### config.mk
export PLATFORM = sky130hd
export DESIGN_NAME = dhs_server_flat
export DESIGN_NICKNAME = d
export VERILOG_FILES = /design/src/rtl/dhs_pkg.sv /design/src/rtl/dhs_if.sv /design/src/rtl/dhs_server.sv /design/src/flat_wrapper.sv
export SDC_FILE = /design/constraint.sdc
export NUM_CORES = 1
export LEC_CHECK = 0
export BUFFER_PORTS_ARGS = -buffer_cell sky130_fd_sc_hd__buf_4
export CORE_UTILIZATION = 46
export DETAILED_ROUTE_END_ITERATION = 6
export PLACE_DENSITY = 0.74
export SYNTH_ARGS = -nofsm -noshare
export SYNTH_HDL_FRONTEND = slang
export SYNTH_SLANG_ARGS = --single-unit
export TNS_END_PERCENT = 5
### constraint.sdc
create_clock -name clock_in -period 1.3 [get_ports clock_in]
set_input_delay 0.26 -clock clock_in [delete_from_list [all_inputs] [get_ports clock_in]]
set_output_delay 0.26 -clock clock_in [all_outputs]
set_load 0.01 [all_outputs]
### src/rtl/dhs_pkg.sv
package dhs_pkg;
    // fixed-delay synchronizer: 3-bit free-running counter, 9..17 ticks
    localparam int unsigned FDS_CNT_W = 3;
    localparam logic [2:0] FDS_CNT_RST = 3'h0;
    localparam logic [2:0] FDS_SMP_AT = 3'h7;
    localparam logic [2:0] FDS_OUT_AT = 3'h0;
    localparam int unsigned FDS_MIN_TICKS = 9;
    localparam int unsigned FDS_MAX_TICKS = 17;
    localparam int unsigned FDS_HOLD_TICKS = 17;
    // variable-delay synchronizer settle stages
    localparam int unsigned VDS_STAGES = 4;
    localparam logic [1:0] VDS_PHASE_RST = 2'h0;
    // serial command register address that triggers execute
    localparam logic [3:0] EXEC_REG_ADDR = 4'h8;
    localparam int unsigned OP_CYCLES = 4;
    localparam logic [2:0] OP_CNT_RST = 3'h0;
    localparam logic [2:0] OP_CNT_LAST = 3'h3;
    localparam logic TOGGLE_RST = 1'b0;
    localparam int unsigned DATA_W = 8;
    localparam logic [7:0] DATA_RST = 8'h00;
endpackage : dhs_pkg

### src/rtl/dhs_if.sv
`timescale 1ns/1ns
interface dhs_if;
    // transfer pair: request from initiator, completion from server
    logic transfer_request_toggle;
    logic transfer_complete_toggle;
    // termination pair: independent, used to abort (drop lock)
    logic terminate_request_toggle;
    logic terminate_complete_toggle;
    logic [7:0] wr_data;
    logic [7:0] rd_data;
    modport initiator (
        output transfer_request_toggle,
        output terminate_request_toggle,
        output wr_data,
        input transfer_complete_toggle,
        input terminate_complete_toggle,
        input rd_data
    );
    modport server (
        input transfer_request_toggle,
        input terminate_request_toggle,
        input wr_data,
        output transfer_complete_toggle,
        output terminate_complete_toggle,
        output rd_data
    );
endinterface : dhs_if

### src/rtl/dhs_server.sv
`timescale 1ns/1ns
module dhs_server (
    input wire logic clock_in,
    input wire logic rst_b_in,
    dhs_if.server link,
    input wire logic main_reset_n_in,
    input wire logic debug_mode_n_in,
    input wire logic [1:0] sync_phase_in,
    input wire logic sync_edge_in,
    output logic [7:0] byte_data_out,
    output logic byte_strobe_out,
    output logic fast_state_signal_out,
    output logic idle_out
);
    logic sim_async_clear_n;
    logic exec_sync;
    logic term_sync;
    logic [2:0] ripple_q, ripple_d;
    logic fx_smp_q, fx_smp_d, fx_hold_q, fx_hold_d, fx_out_q, fx_out_d;
    logic [dhs_pkg::VDS_STAGES:0] vd_q, vd_d;
    logic vd_neg_q;
    logic vd_out_q, vd_out_d;
    logic [2:0] cfg_s1_q, cfg_s2_q;
    logic rst_s1_q, rst_s2_q;
    // one bit per state
    logic ste_idle_q, ste_idle_d, ste_xfer_q, ste_xfer_d, ste_done_q, ste_done_d;
    logic state_bit_reset_n;
    logic fb_idle, fb_xfer, fb_done;
    logic cmp_q, cmp_d, tcm_q, tcm_d;
    logic [2:0] cnt_q, cnt_d;
    logic [7:0] dat_q, dat_d;
    logic stb_q, stb_d;
    logic start, abort;

    // -------------------------------------------
    // synchroniser clear
    // -------------------------------------------
    // both low together clears
    assign sim_async_clear_n = main_reset_n_in | debug_mode_n_in;

    // -------------------------------------------
    // fixed-delay synchroniser on execute
    // -------------------------------------------
    // 3-bit free counter; sampling every 8 ticks then two stages gives 9..17
    always_comb begin
        ripple_d = ripple_q + 3'h1;
        fx_smp_d = fx_smp_q;
        fx_hold_d = fx_hold_q;
        fx_out_d = fx_out_q;
        if (ripple_q == dhs_pkg::FDS_SMP_AT) begin
            fx_smp_d = link.transfer_request_toggle;
            fx_hold_d = fx_smp_q;
        end
        if (ripple_q == dhs_pkg::FDS_OUT_AT) begin
            fx_out_d = fx_hold_q;
        end
    end

    always_ff @(posedge clock_in or negedge sim_async_clear_n) begin
        if (!sim_async_clear_n) begin
            ripple_q <= dhs_pkg::FDS_CNT_RST;
            fx_smp_q <= dhs_pkg::TOGGLE_RST;
            fx_hold_q <= dhs_pkg::TOGGLE_RST;
            fx_out_q <= dhs_pkg::TOGGLE_RST;
        end else begin
            ripple_q <= ripple_d;
            fx_smp_q <= fx_smp_d;
            fx_hold_q <= fx_hold_d;
            fx_out_q <= fx_out_d;
        end
    end
    assign exec_sync = fx_out_q;

    // -------------------------------------------
    // variable-delay synchroniser on terminate
    // -------------------------------------------
    // config pins are static, but still cross in through two flops
    always_ff @(posedge clock_in or negedge rst_b_in) begin
        if (!rst_b_in) begin
            cfg_s1_q <= {dhs_pkg::TOGGLE_RST, dhs_pkg::VDS_PHASE_RST};
            cfg_s2_q <= {dhs_pkg::TOGGLE_RST, dhs_pkg::VDS_PHASE_RST};
        end else begin
            cfg_s1_q <= {sync_edge_in, sync_phase_in};
            cfg_s2_q <= cfg_s1_q;
        end
    end

    // edge choice only: a live change could glitch a sample
    always_ff @(negedge clock_in or negedge sim_async_clear_n) begin
        if (!sim_async_clear_n) begin
            vd_neg_q <= dhs_pkg::TOGGLE_RST;
        end else begin
            vd_neg_q <= link.terminate_request_toggle;
        end
    end

    always_comb begin
        vd_d = {vd_q[dhs_pkg::VDS_STAGES - 1:0], (cfg_s2_q[2] ? vd_neg_q : link.terminate_request_toggle)};
        // phase selects settled tap
        // taps 1..4 only: the capture stage itself is never read out
        vd_out_d = vd_q[{1'b0, cfg_s2_q[1:0]} + 3'h1];
    end

    always_ff @(posedge clock_in or negedge sim_async_clear_n) begin
        if (!sim_async_clear_n) begin
            vd_q <= {(dhs_pkg::VDS_STAGES + 1){dhs_pkg::TOGGLE_RST}};
            vd_out_q <= dhs_pkg::TOGGLE_RST;
        end else begin
            vd_q <= vd_d;
            vd_out_q <= vd_out_d;
        end
    end
    assign term_sync = vd_out_q;

    // -------------------------------------------
    // one-hot controller
    // -------------------------------------------
    // reset zeroes the xfer and done feedback terms; idle is forced set instead
    // release is taken on our clock so the feedback gates never see a ragged edge
    always_ff @(posedge clock_in or negedge rst_b_in) begin
        if (!rst_b_in) begin
            rst_s1_q <= 1'b0;
            rst_s2_q <= 1'b0;
        end else begin
            rst_s1_q <= 1'b1;
            rst_s2_q <= rst_s1_q;
        end
    end
    assign state_bit_reset_n = rst_s2_q;
    assign fb_idle = ste_idle_q;
    assign fb_xfer = ste_xfer_q & state_bit_reset_n;
    assign fb_done = ste_done_q & state_bit_reset_n;
    assign start = fb_idle & (exec_sync != cmp_q);
    assign abort = (term_sync != tcm_q);

    always_comb begin
        ste_idle_d = ~state_bit_reset_n | (fb_idle & ~start) | fb_done;
        ste_xfer_d = start | (fb_xfer & ~abort & (cnt_q != dhs_pkg::OP_CNT_LAST));
        ste_done_d = fb_xfer & (abort | (cnt_q == dhs_pkg::OP_CNT_LAST));
        cnt_d = fb_xfer ? cnt_q + 3'h1 : dhs_pkg::OP_CNT_RST;
        dat_d = dat_q;
        stb_d = 1'b0;
        cmp_d = cmp_q;
        tcm_d = tcm_q;
        if (start) begin
            dat_d = link.wr_data;
        end
        if (fb_done) begin
            cmp_d = exec_sync;
            stb_d = 1'b1;
        end
        if (abort & ~fb_xfer) begin
            tcm_d = term_sync;
        end
    end

    // per-bit reset comes only through the next-state logic (feedback gating, idle forced set), so no async clear here
    always_ff @(posedge clock_in) begin
        ste_idle_q <= ste_idle_d;
        ste_xfer_q <= ste_xfer_d;
        ste_done_q <= ste_done_d;
    end

    always_ff @(posedge clock_in or negedge rst_b_in) begin
        if (!rst_b_in) begin
            cmp_q <= dhs_pkg::TOGGLE_RST;
            tcm_q <= dhs_pkg::TOGGLE_RST;
            cnt_q <= dhs_pkg::OP_CNT_RST;
            dat_q <= dhs_pkg::DATA_RST;
            stb_q <= 1'b0;
            fast_state_signal_out <= 1'b0;
            idle_out <= 1'b0;
        end else begin
            cmp_q <= cmp_d;
            tcm_q <= tcm_d;
            cnt_q <= cnt_d;
            dat_q <= dat_d;
            stb_q <= stb_d;
            fast_state_signal_out <= ste_xfer_d;
            idle_out <= ste_idle_d;
        end
    end

    assign link.transfer_complete_toggle = cmp_q;
    assign link.terminate_complete_toggle = tcm_q;
    assign link.rd_data = dat_q;
    assign byte_data_out = dat_q;
    assign byte_strobe_out = stb_q;
endmodule : dhs_server

### src/flat_wrapper.sv
// flat-port wrapper written by rule: the top's interface ports become plain ports
module dhs_server_flat 
  (clock_in, rst_b_in, main_reset_n_in, debug_mode_n_in, sync_phase_in, sync_edge_in, byte_data_out, byte_strobe_out, fast_state_signal_out, idle_out, link_transfer_request_toggle, link_terminate_request_toggle, link_wr_data, link_transfer_complete_toggle, link_terminate_complete_toggle, link_rd_data);
  dhs_if link_i ();
  input wire logic clock_in;
  input wire logic rst_b_in;
  input wire logic main_reset_n_in;
  input wire logic debug_mode_n_in;
  input wire logic [1:0] sync_phase_in;
  input wire logic sync_edge_in;
  output logic [7:0] byte_data_out;
  output logic byte_strobe_out;
  output logic fast_state_signal_out;
  output logic idle_out;
  input wire logic [$bits(link_i.transfer_request_toggle)-1:0] link_transfer_request_toggle;
  input wire logic [$bits(link_i.terminate_request_toggle)-1:0] link_terminate_request_toggle;
  input wire logic [$bits(link_i.wr_data)-1:0] link_wr_data;
  output wire logic [$bits(link_i.transfer_complete_toggle)-1:0] link_transfer_complete_toggle;
  output wire logic [$bits(link_i.terminate_complete_toggle)-1:0] link_terminate_complete_toggle;
  output wire logic [$bits(link_i.rd_data)-1:0] link_rd_data;
  assign link_i.transfer_request_toggle = link_transfer_request_toggle;
  assign link_i.terminate_request_toggle = link_terminate_request_toggle;
  assign link_i.wr_data = link_wr_data;
  assign link_transfer_complete_toggle = link_i.transfer_complete_toggle;
  assign link_terminate_complete_toggle = link_i.terminate_complete_toggle;
  assign link_rd_data = link_i.rd_data;
  dhs_server u_core (.clock_in(clock_in), .rst_b_in(rst_b_in), .link(link_i), .main_reset_n_in(main_reset_n_in), .debug_mode_n_in(debug_mode_n_in), .sync_phase_in(sync_phase_in), .sync_edge_in(sync_edge_in), .byte_data_out(byte_data_out), .byte_strobe_out(byte_strobe_out), .fast_state_signal_out(fast_state_signal_out), .idle_out(idle_out));
endmodule
==> results.tsv, run 1 <==
stage	metric	value	unit
cts	clock transition at the registers of the reported paths	0.10	ns
synthesis	asr flop ratio synth	0.9250	
power	Comb pwr share	0.364	
critical_path	Cell Chain, Critical Path	mux2_4	
die	Chip Height	58.46	um
die	number of top-level pins	38	
synthesis	Compound-Gate Fraction of Synth Area	0.01365	
synthesis	Syn Area/Cell	15.60	um2
critical_path	Critical Path RT	1.53	ns
run_status	outcome	finished with violations	
global_routing	overall global routing resource usage	0.1508	
sta	Clock Skews	0.008685	ns
global_routing	grt total ovfl	0	
power	Net Switching	1.069	mW
power	leakage	0.9688	nW
die	Placeable Area	3028	um2
cts	postcts setup bufs	0	
die	row cnt	20	
synthesis	Synth Cell Area	1466	um2
worst_hold_path	hold path start	sync_edge_in	
sta	worst setup margin	-0.03032	ns
synthesis	simple-gate share of the synthesized area	0.05034	
place	port bufs	37	
sta	Slew Limit Fails	0	
critical_path	Crit path arrival time	1.56	ns
critical_path	Bufs and invs on worst path	0	
global_routing	first-pass GRT wire length	3643	um
die	Die Area	3418	um2
power	clock power share	0.199	
cts	root buf cell	clkbuf_4	
cts	CTS tree	yes	
synthesis	largest family of logic cells by synthesized area	multiplexers	
critical_path	Max stage delay on crit path	0.33	ns
power	Seq pwr share	0.437	
synthesis	Synth Area in XOR/XNOR	0.01195	
synthesis	synth top area cells	dfrtp_1 61%, mux2_4 8.2%, ha_1 5.1%	
worst_hold_path	Hold Crit Class	in -> reg	
synthesis	post-synthesis adder-cell area fraction	0.05119	
power	Peak VDD IR	960.3	uV
synthesis	top-area cell type share of the netlist area	0.6143	
power	Cell Pwr Density	2002	nW/um2
synthesis	post-synthesis mux area share	0.1416	
sta	RSZ-0062 raised after global routing	true	
global_routing	largest net degree at the start of global routing	25	
route	antenna viol nets, final	0	
synthesis	net count after synthesis	117	
global_routing	initial antenna violation count	0	
synthesis	Cells after Synth	94	
cells_and_area	share of layout cells above drive strength 1	0.4857	
die	die width	58.46	um
die	initial core utilization	0.4843	
route	initial DRC count	10	
critical_path	Worst path slowest cell	dfrtn_1	
power	internal cell power	2.800	mW
cts	CTS H-tree depth	2	
cts	total CTS buffers	5	
cts	Max clock buf depth	2	
synthesis	number of synthesized register bits	40	
synthesis	ys flop type	dfrtp_1	
synthesis	EDFF count, synth	0	
cells_and_area	Design Area, Final	1933	um2
synthesis	area leader, netlist	dfrtp_1	
critical_path	WS Path Type	reg -> reg	
critical_path	worst-path fanout max	1	
sta	Hold Slack	0.02499	ns
place	routability congestion estimate	0.7272	
run_status	failing checks	setup timing	
sta	Fin. Hold Viols	0	
synthesis	post-synthesis sequential area ratio	0.6724	
critical_path	Worst setup SP type	flop	
cells_and_area	area grow syn2layout	31.83	%
cells_and_area	Post-layout nets	162	
route	first-pass detailed-route iteration total	2	
synthesis	Yosys warnings	0	
power	Switching Fraction	0.2762	
place	placed wire-length estimate	1507	um
cts	Clock Latency Late Sink	0.33	ns
route	DR vias	842	
place	placed cell area	1785	um2
cts	clock sink count	40	
critical_path	Largest delay share family, worst path	flip-flops	
job	Max-Cap Viols	0	
sta	setup violators final	1	
critical_path	crit path capture type	flop	
cells_and_area	Diodes inserted	0	
critical_path	Setup crit start	u_core.vd_neg_q	
global_routing	vias in the first global route	896	
route	drt drc	0	
synthesis	Yosys cell types	25	
route	final WL	2169	um
route	Wirelength per Cell	11.79	um
critical_path	worst reg2reg path startpoint	u_core.vd_neg_q	
cells_and_area	fill cell total of the finished layout	226	
route	Via density	4.576	
-- state kept, by name, summed over array words and instances (netlist names), 3 cells and up --
signal,flops
u_core.byte_data_out,8
u_core.vd_q,5
u_core.cfg_s2_q,3
u_core.cfg_s1_q,3
u_core.cnt_q,3
u_core.ripple_q,3
-- kinds of logic (layout without fill, tap and decap cells) --
family / Yosys count / after routing
simple gates: 14 / 14
flops: 40 / 40
other cells: 1 / 1
buf+inv: 12 / 58
xor+xnor: 2 / 2
mux: 16 / 16
compound gates: 3 / 3
fa+ha+maj: 6 / 6
-- metrics by stage --
stage	power (mW)	std cells	setup TNS, ns	setup WS [ns]	utilization
floorplan	2.541	94	-0.01758	-0.01758	-
finish	3.869	184	-0.03032	-0.03032	0.6384
CTS	3.909	183	-0.04036	-0.03444	0.6326
global route	4.089	184	-0.3932	-0.04854	0.6384
detailed placement	3.075	172	-0.1128	-0.04045	0.5897
global placement	3.038	172	-0.02219	-0.02219	0.5897
-- synthesized netlist by cell type (2+ instances only) --
| master | n |
|---|---|
| dfrtp_1 | 36 |
| buf_4 | 8 |
| mux2_4 | 8 |
| ha_1 | 6 |
| mux2_2 | 6 |
| nor2_1 | 4 |
| dfxtp_1 | 3 |
| inv_1 | 3 |
| mux2i_1 | 2 |
| nand2_1 | 2 |
| nand3b_1 | 2 |
-- routing by layer --
| layer | track usage | vias up | wire length [um] |
|---|---|---|---|
| li1 | - | 393 | - |
| met5 | 0 | - | 0 |
| met1 | 0.1439 | 404 | 811 |
| met2 | 0.2759 | 39 | 1161 |
| met4 | 0.09864 | 0 | 29 |
| met3 | 0.04835 | 6 | 167 |
-- cell usage in the layout, fill, tap and decap left out --
master	count
o21ai_1	1
a21o_1	1
or2_2	1
clkbuf_4	5
xnor2_2	1
nor2_1	4
nor3_1	1
nor2b_1	1
dfrtn_1	1
inv_1	3
nand2b_4	1
nand3b_1	2
mux2_2	5
and2_1	1
buf_12	1
bufinv_16	1
clkinv_2	1
o31ai_1	1
mux2i_1	2
conb_1	1
dfxtp_1	3
dlygate4sd3_1	4
dfrtp_1	36
and3_1	1
mux2_4	9
xor2_1	1
nand2_1	2
ha_4	1
clkbuf_1	1
buf_4	42
ha_1	5
-- layout make-up --
class	instances	area (um2)	share of cell area
Inverter	3	11.26	0.005825
Multi-Input combinational cell	42	429.2	0.2220
Sequential cell	40	985.9	0.5100
Clock inverter	2	35.03	0.01812
Tap cell	44	55.05	0.02848
Clock buffer	6	41.29	0.02136
Timing Repair Buffer	47	375.4	0.1942
-- path summary, 6_finish.rpt --
kind                                       to  slack, ns  cells after the start
max                            u_core.vd_q[0]      -0.03                      1
min                        u_core.cfg_s1_q[2]       0.02                      1
min in group asynchronous     u_core.vd_neg_q       0.32                      2
min reg2reg                u_core.cfg_s2_q[1]       0.36                      0
max in group asynchronous      u_core.vd_q[2]       0.13                      5
max reg2reg                    u_core.vd_q[0]      -0.03                      1
-- what timing repair did --
item / 4_1_cts / 5_1_grt
setup endpoints to repair: 10 / 11
pin swaps: 0 / 1
hold endpoints to repair: 36 / 1
resized for setup: 3 / 2
hold buffers: 3 / 1
-- power by group through the flow --
stage / sequential [mW] / combinational [mW] / clock, mW
finish: 1.69 / 1.41 / 0.771
global route: 1.73 / 1.51 / 0.857
CTS: 1.69 / 1.41 / 0.808
detailed placement: 1.70 / 1.37 / 0
global placement: 1.69 / 1.35 / 0
floorplan: 1.77 / 0.770 / 0
No activity file was read; power rests on OpenSTA's default activity.
==> run 2, diff against run 1 <==
--- a/config.mk
+++ b/config.mk
@@ -6,6 +6,7 @@
 export NUM_CORES = 1
 export LEC_CHECK = 0
 export BUFFER_PORTS_ARGS = -buffer_cell sky130_fd_sc_hd__buf_4
+export CORE_ASPECT_RATIO = 1.25
 export CORE_UTILIZATION = 46
 export DETAILED_ROUTE_END_ITERATION = 6
 export PLACE_DENSITY = 0.74
==> constraint.sdc (replaced) <==
create_clock -name clock_in -period 1.3 [get_ports clock_in]
set_input_delay 0.26 -clock clock_in [delete_from_list [all_inputs] [get_ports clock_in]]
set_output_delay 0.26 -clock clock_in [all_outputs]
set_load 0.1 [all_outputs]
==> results.tsv, run 2 (synthesis gave the netlist of run 1 again) <==
stage	metric	value	unit
critical_path	R2R cell count	3	
critical_path	worst-path fanout max	2	
job	Max-Cap Viols	0	
sta	total negative slack	-0.4497	ns
critical_path	crit path capture type	output port	
sta	Tmin final	1.407	ns
critical_path	flop-to-flop setup slack	-0.04	ns
global_routing	overall global routing resource usage	0.1600	
cts	root buf cell	clkbuf_4	
worst_hold_path	hold path start	sync_phase_in[0]	
cts	postcts setup bufs	0	
sta	setup violators final	10	
route	Via density	4.855	
global_routing	vias in the first global route	950	
critical_path	Worst setup SP type	flop	
route	antenna viol nets, final	0	
cts	Max clock buf depth	2	
cts	clock sink count	40	
run_status	outcome	finished with violations	
route	initial DRC count	14	
critical_path	WS Path Type	reg -> out	
cells_and_area	Diodes inserted	0	
place	placed cell count	161	
route	DR vias	835	
cts	total CTS buffers	5	
global_routing	first-pass GRT wire length	3836	um
die	number of top-level pins	38	
route	drt drc	0	
global_routing	largest net degree at the start of global routing	25	
sta	Fin. Hold Viols	0	
route	first-pass detailed-route iteration total	3	
cts	Clock Latency Late Sink	0.34	ns
cells_and_area	most common cell after layout, fill and taps aside	buf_4	
global_routing	initial antenna violation count	0	
die	Die Area	3419	um2
sta	Fmax achieved	710.9	MHz
cells_and_area	share of layout cells above drive strength 1	0.5515	
critical_path	Critical Path RT	1.04	ns
worst_hold_path	Worst Hold Endpoint	u_core.cfg_s1_q[0]	
cells_and_area	area grow syn2layout	31.91	%
cells_and_area	Final Non-Filler Cells	172	
critical_path	Crit path arrival time	1.15	ns
worst_hold_path	Hold Path Depth	1	
sta	RSZ-0062 raised after global routing	true	
cells_and_area	Post-layout nets	158	
die	die width	52.50	um
sta	crit share post-route	1.082	
cells_and_area	Largest register FFs	8	
sta	Slew Limit Fails	0	
sta	Hold Slack	0.03270	ns
die	initial core utilization	0.4933	
route	final WL	2169	um
die	Placeable Area	2973	um2
sta	worst setup margin	-0.1066	ns
critical_path	worst flop-to-flop path endpoint	u_core.byte_data_out[5]	
place	routability congestion estimate	0.7580	
run_status	failing checks	setup timing	
place	port bufs	37	
sta	Clock Skews	0.01282	ns
place	placed cell area	1769	um2
cts	CTS tree	yes	
die	Chip Height	65.13	um
route	Wirelength per Cell	12.61	um
cells_and_area	Design Area, Final	1934	um2
cells_and_area	most frequent cells in the layout	35 x buf_4, 27 x dfrtp_1, 8 x mux2_4, 8 x dfrtp_2, 6 x mux2_2	
worst_hold_path	Hold Crit Class	in -> reg	
die	row cnt	22	
cts	clock transition at the registers of the reported paths	0.12	ns
critical_path	worst reg2reg path startpoint	u_core.link.transfer_complete_toggle	
global_routing	grt total ovfl	0	
cts	CTS H-tree depth	2	
place	placed wire-length estimate	1618	um
run 2: critical path, cell delays in order, from the launching register on:
cell and delay, ns:
dfrtp_4 0.52, buf_6 0.13, buf_12 0.15
run 2: final cells by class:
cell class / count / area (um2)
inverter: 3 / 11.26
clock inverter: 1 / 30.03
tap: 36 / 45.04
multi-input combinational: 42 / 425.4
timing repair buffer: 43 / 357.8
fill: 232 / 1039
sequential: 40 / 999.7
clock buffer: 7 / 65.06
run 2: worst max-delay path by stage:
| stage | start | endpoint | slack [ns] | cells past startpoint |
|---|---|---|---|---|
| after floorplan | u_core.link.transfer_complete_toggle | u_core.byte_data_out[0] | -0.18 | 4 |
| after global placement | u_core.vd_neg_q | u_core.vd_q[0] | -0.02 | 1 |
| after detailed placement | u_core.vd_neg_q | u_core.vd_q[0] | -0.04 | 1 |
| after CTS | u_core.link.transfer_complete_toggle | link_transfer_complete_toggle | -0.12 | 2 |
| after global routing | u_core.link.transfer_complete_toggle | link_transfer_complete_toggle | -0.15 | 2 |
| final | u_core.link.transfer_complete_toggle | link_transfer_complete_toggle | -0.11 | 2 |
run 2: stage by stage:
step / worst slack, ns / utilization
after floorplan: -0.1812 / -
after global placement: -0.02058 / 0.5951
after detailed placement: -0.03562 / 0.5951
after CTS: -0.1212 / 0.6507
after global routing: -0.1513 / 0.6507
final: -0.1066 / 0.6507
run 2: routing by layer:
| metal | share of wire | GRT usage |
|---|---|---|
| met1 | 0.37 | 0.1563 |
| met2 | 0.53 | 0.2832 |
| met3 | 0.078 | 0.05093 |
| met4 | 0.019 | 0.09539 |
| met5 | 0 | 0 |
run 2: timing repair:
| action | in CTS | in global routing |
|---|---|---|
| endpoints found under the setup margin | 26 | 26 |
| resized for setup | 8 | 0 |
| cloned | 0 | 0 |
| hold endpoints to repair | 36 | 0 |
| hold buffers | 3 | 0 |
Power of run 2 is not shown: default switching activity piles up to over one toggle a cycle in this logic, so the estimate is an artifact.
==> run 3, diff against run 2 <==
--- a/config.mk
+++ b/config.mk
@@ -5,11 +5,13 @@
 export SDC_FILE = /design/constraint.sdc
 export NUM_CORES = 1
 export LEC_CHECK = 0
+export ABC_AREA = 1
 export BUFFER_PORTS_ARGS = -buffer_cell sky130_fd_sc_hd__buf_4
 export CORE_ASPECT_RATIO = 1.25
 export CORE_UTILIZATION = 46
 export DETAILED_ROUTE_END_ITERATION = 6
-export PLACE_DENSITY = 0.74
+export PLACE_DENSITY = 0.73
+export REMOVE_ABC_BUFFERS = 1
 export SYNTH_ARGS = -nofsm -noshare
 export SYNTH_HDL_FRONTEND = slang
 export SYNTH_SLANG_ARGS = --single-unit
==> results.tsv, run 3 <==
stage	metric	value	unit
cts	root buf cell	clkbuf_8	
cells_and_area	share of layout cells above drive strength 1	0.3429	
cells_and_area	Post-layout nets	197	
global_routing	first-pass GRT wire length	3974	um
synthesis	Yosys warnings	0	
cts	clock sink count	40	
synthesis	area leader, netlist	dfrtp_1	
cts	Clock Latency Late Sink	0.28	ns
critical_path	Worst path slowest cell	dfrtn_1	
synthesis	Cells after Synth	137	
run_status	failing checks	setup timing	
synthesis	ys flop type	dfrtp_1	
route	Via density	4.637	
route	DR vias	983	
synthesis	count leader, synth	dfrtp_1	
worst_hold_path	Hold Crit Class	in -> async	
cts	CTS H-tree depth	2	
cts	clock transition at the registers of the reported paths	0.07	ns
global_routing	grt total ovfl	0	
sta	RSZ-0062 raised after global routing	true	
global_routing	overall global routing resource usage	0.1588	
job	Max-Cap Viols	0	
die	number of top-level pins	38	
die	Chip Height	66.96	um
global_routing	vias in the first global route	973	
critical_path	worst flop-to-flop path endpoint	u_core.vd_q[0]	
cells_and_area	end-of-flow core utilization	0.5974	
synthesis	post-synthesis sequential area ratio	0.6350	
sta	setup violators final	1	
die	initial core utilization	0.4818	
critical_path	Bufs and invs on worst path	0	
synthesis	synth top area cells	dfrtp_1 58%, nand2_1 6.5%, inv_1 6.3%	
place	routability congestion estimate	0.7109	
critical_path	Worst setup SP type	flop	
synthesis	number of synthesized register bits	40	
route	antenna viol nets, final	0	
cells_and_area	Largest register FFs	8	
critical_path	flop-to-flop setup slack	-0.04	ns
route	initial DRC count	7	
run_status	outcome	finished with violations	
sta	worst setup margin	-0.04352	ns
die	row cnt	23	
synthesis	Yosys cell types	21	
route	Wirelength per Cell	11.03	um
critical_path	crit path capture type	flop	
sta	Slew Limit Fails	0	
synthesis	Post-synth top cells	36 x dfrtp_1, 27 x nand2_1, 26 x inv_1	
critical_path	worst reg2reg path startpoint	u_core.vd_neg_q	
synthesis	Syn Area/Cell	11.33	um2
sta	Fin. Hold Viols	0	
die	die width	53.97	um
cts	postcts setup bufs	0	
route	drt drc	0	
synthesis	top-area cell type share of the netlist area	0.5802	
critical_path	Largest delay share family, worst path	flip-flops	
critical_path	Max stage delay on crit path	0.32	ns
critical_path	Critical Path RT	1.46	ns
synthesis	EDFF count, synth	0	
global_routing	largest net degree at the start of global routing	25	
cells_and_area	most frequent cells in the layout	36 x buf_4, 36 x dfrtp_1, 27 x nand2_1	
synthesis	Synth Cell Area	1553	um2
cts	Max clock buf depth	2	
critical_path	Crit path arrival time	1.51	ns
critical_path	WS Path Type	reg -> reg	
die	Die Area	3613	um2
critical_path	worst-path fanout max	1	
critical_path	Cell Chain, Critical Path	mux2_4	
cts	total CTS buffers	5	
sta	Clock Skews	0.008976	ns
die	Placeable Area	3223	um2
cts	CTS tree	yes	
route	final WL	2339	um
cells_and_area	Diodes inserted	0	
place	port bufs	37	
critical_path	R2R cell count	1	
cells_and_area	area grow syn2layout	24.01	%
route	first-pass detailed-route iteration total	3	
synthesis	asr flop ratio synth	0.9250	
global_routing	initial antenna violation count	0	
place	placed wire-length estimate	1797	um
run 3: changes by cell type in the layout (fill, tap and decap cells not counted), sizes merged, moves of 5 or more:
| cell | before | now |
|---|---|---|
| inv | 3 | 26 |
| mux2 | 14 | 2 |
| nand2 | 2 | 28 |
| nand3 | 0 | 5 |
| o21ai | 1 | 12 |
run 3: area by class of cell:
type	count	area [um2]
clock buffer	8	100.1
tap	37	46.29
sequential	40	985.9
fill	266	1297
multi-input combinational	62	392.9
timing repair buffer	39	302.8
inverter	26	97.59
run 3: tightest hold or removal path: stages:
cell,delay (ns)
buf_4,0.07
or2_2,0.11
buf_4,0.20
run 3: how the worst max path moves through the flow:
| stage | start | endpoint | slack (ns) | cells after the start |
|---|---|---|---|---|
| 2_1_floorplan | u_core.byte_data_out[0] | u_core.byte_data_out[0] | -0.53 | 2 |
| 3_3_place_gp | u_core.vd_neg_q | u_core.vd_q[0] | -0.02 | 1 |
| 3_5_place_dp | u_core.vd_neg_q | u_core.vd_q[0] | -0.03 | 1 |
| 4_1_cts | u_core.vd_neg_q | u_core.vd_q[0] | -0.04 | 1 |
| 5_1_grt | u_core.vd_neg_q | u_core.vd_q[0] | -0.06 | 1 |
| 6_report | u_core.vd_neg_q | u_core.vd_q[0] | -0.04 | 1 |
run 3: what timing repair did:
action                     in CTS  in global routing
gates resized for setup         0                  3
setup endpoints to repair       2                  3
hold endpoints to repair       24                  0
hold buffers                    1                  0
run 3: layer usage:
layer | wire length [um] | global-route usage | vias up
met2 | 1363 | 0.2762 | 25
met3 | 106 | 0.06849 | 2
li1 | - | - | 476
met1 | 856 | 0.1622 | 480
met4 | 12 | 0.05921 | 0
met5 | 0 | 0 | -
run 3: through the flow:
| step | hold WS (ns) | cells | TNS (ns) | cell area (um2) | worst slack [ns] |
|---|---|---|---|---|---|
| 6_report | 0.003396 | 212 | -0.04352 | 1926 | -0.04352 |
| 5_1_grt | 0.02408 | 212 | -0.06117 | 1926 | -0.06117 |
| 4_1_cts | 0.002294 | 212 | -0.04526 | 1914 | -0.04355 |
| 3_5_place_dp | 0.1719 | 203 | -0.03377 | 1804 | -0.03377 |
| 3_3_place_gp | 0.1667 | 203 | -0.02468 | 1804 | -0.02468 |
| 2_1_floorplan | -0.03559 | 128 | -12.73 | 1473 | -0.5297 |
run 3: kinds of logic (layout without fill, tap and decap cells):
kind of cell             after synthesis  count (layout)  synth area share
AND/OR/NAND/NOR                       39              39            0.1177
AO/OA/AOI/OAI                         14              14           0.06769
buffers and inverters                 35              73            0.1144
flip-flops                            40              40            0.6350
multiplexers                           2               2           0.01450
adder cells (fa/ha/maj)                6               6           0.04835
other                                  1               1          0.002415
Power of run 3 is left out for the same reason.
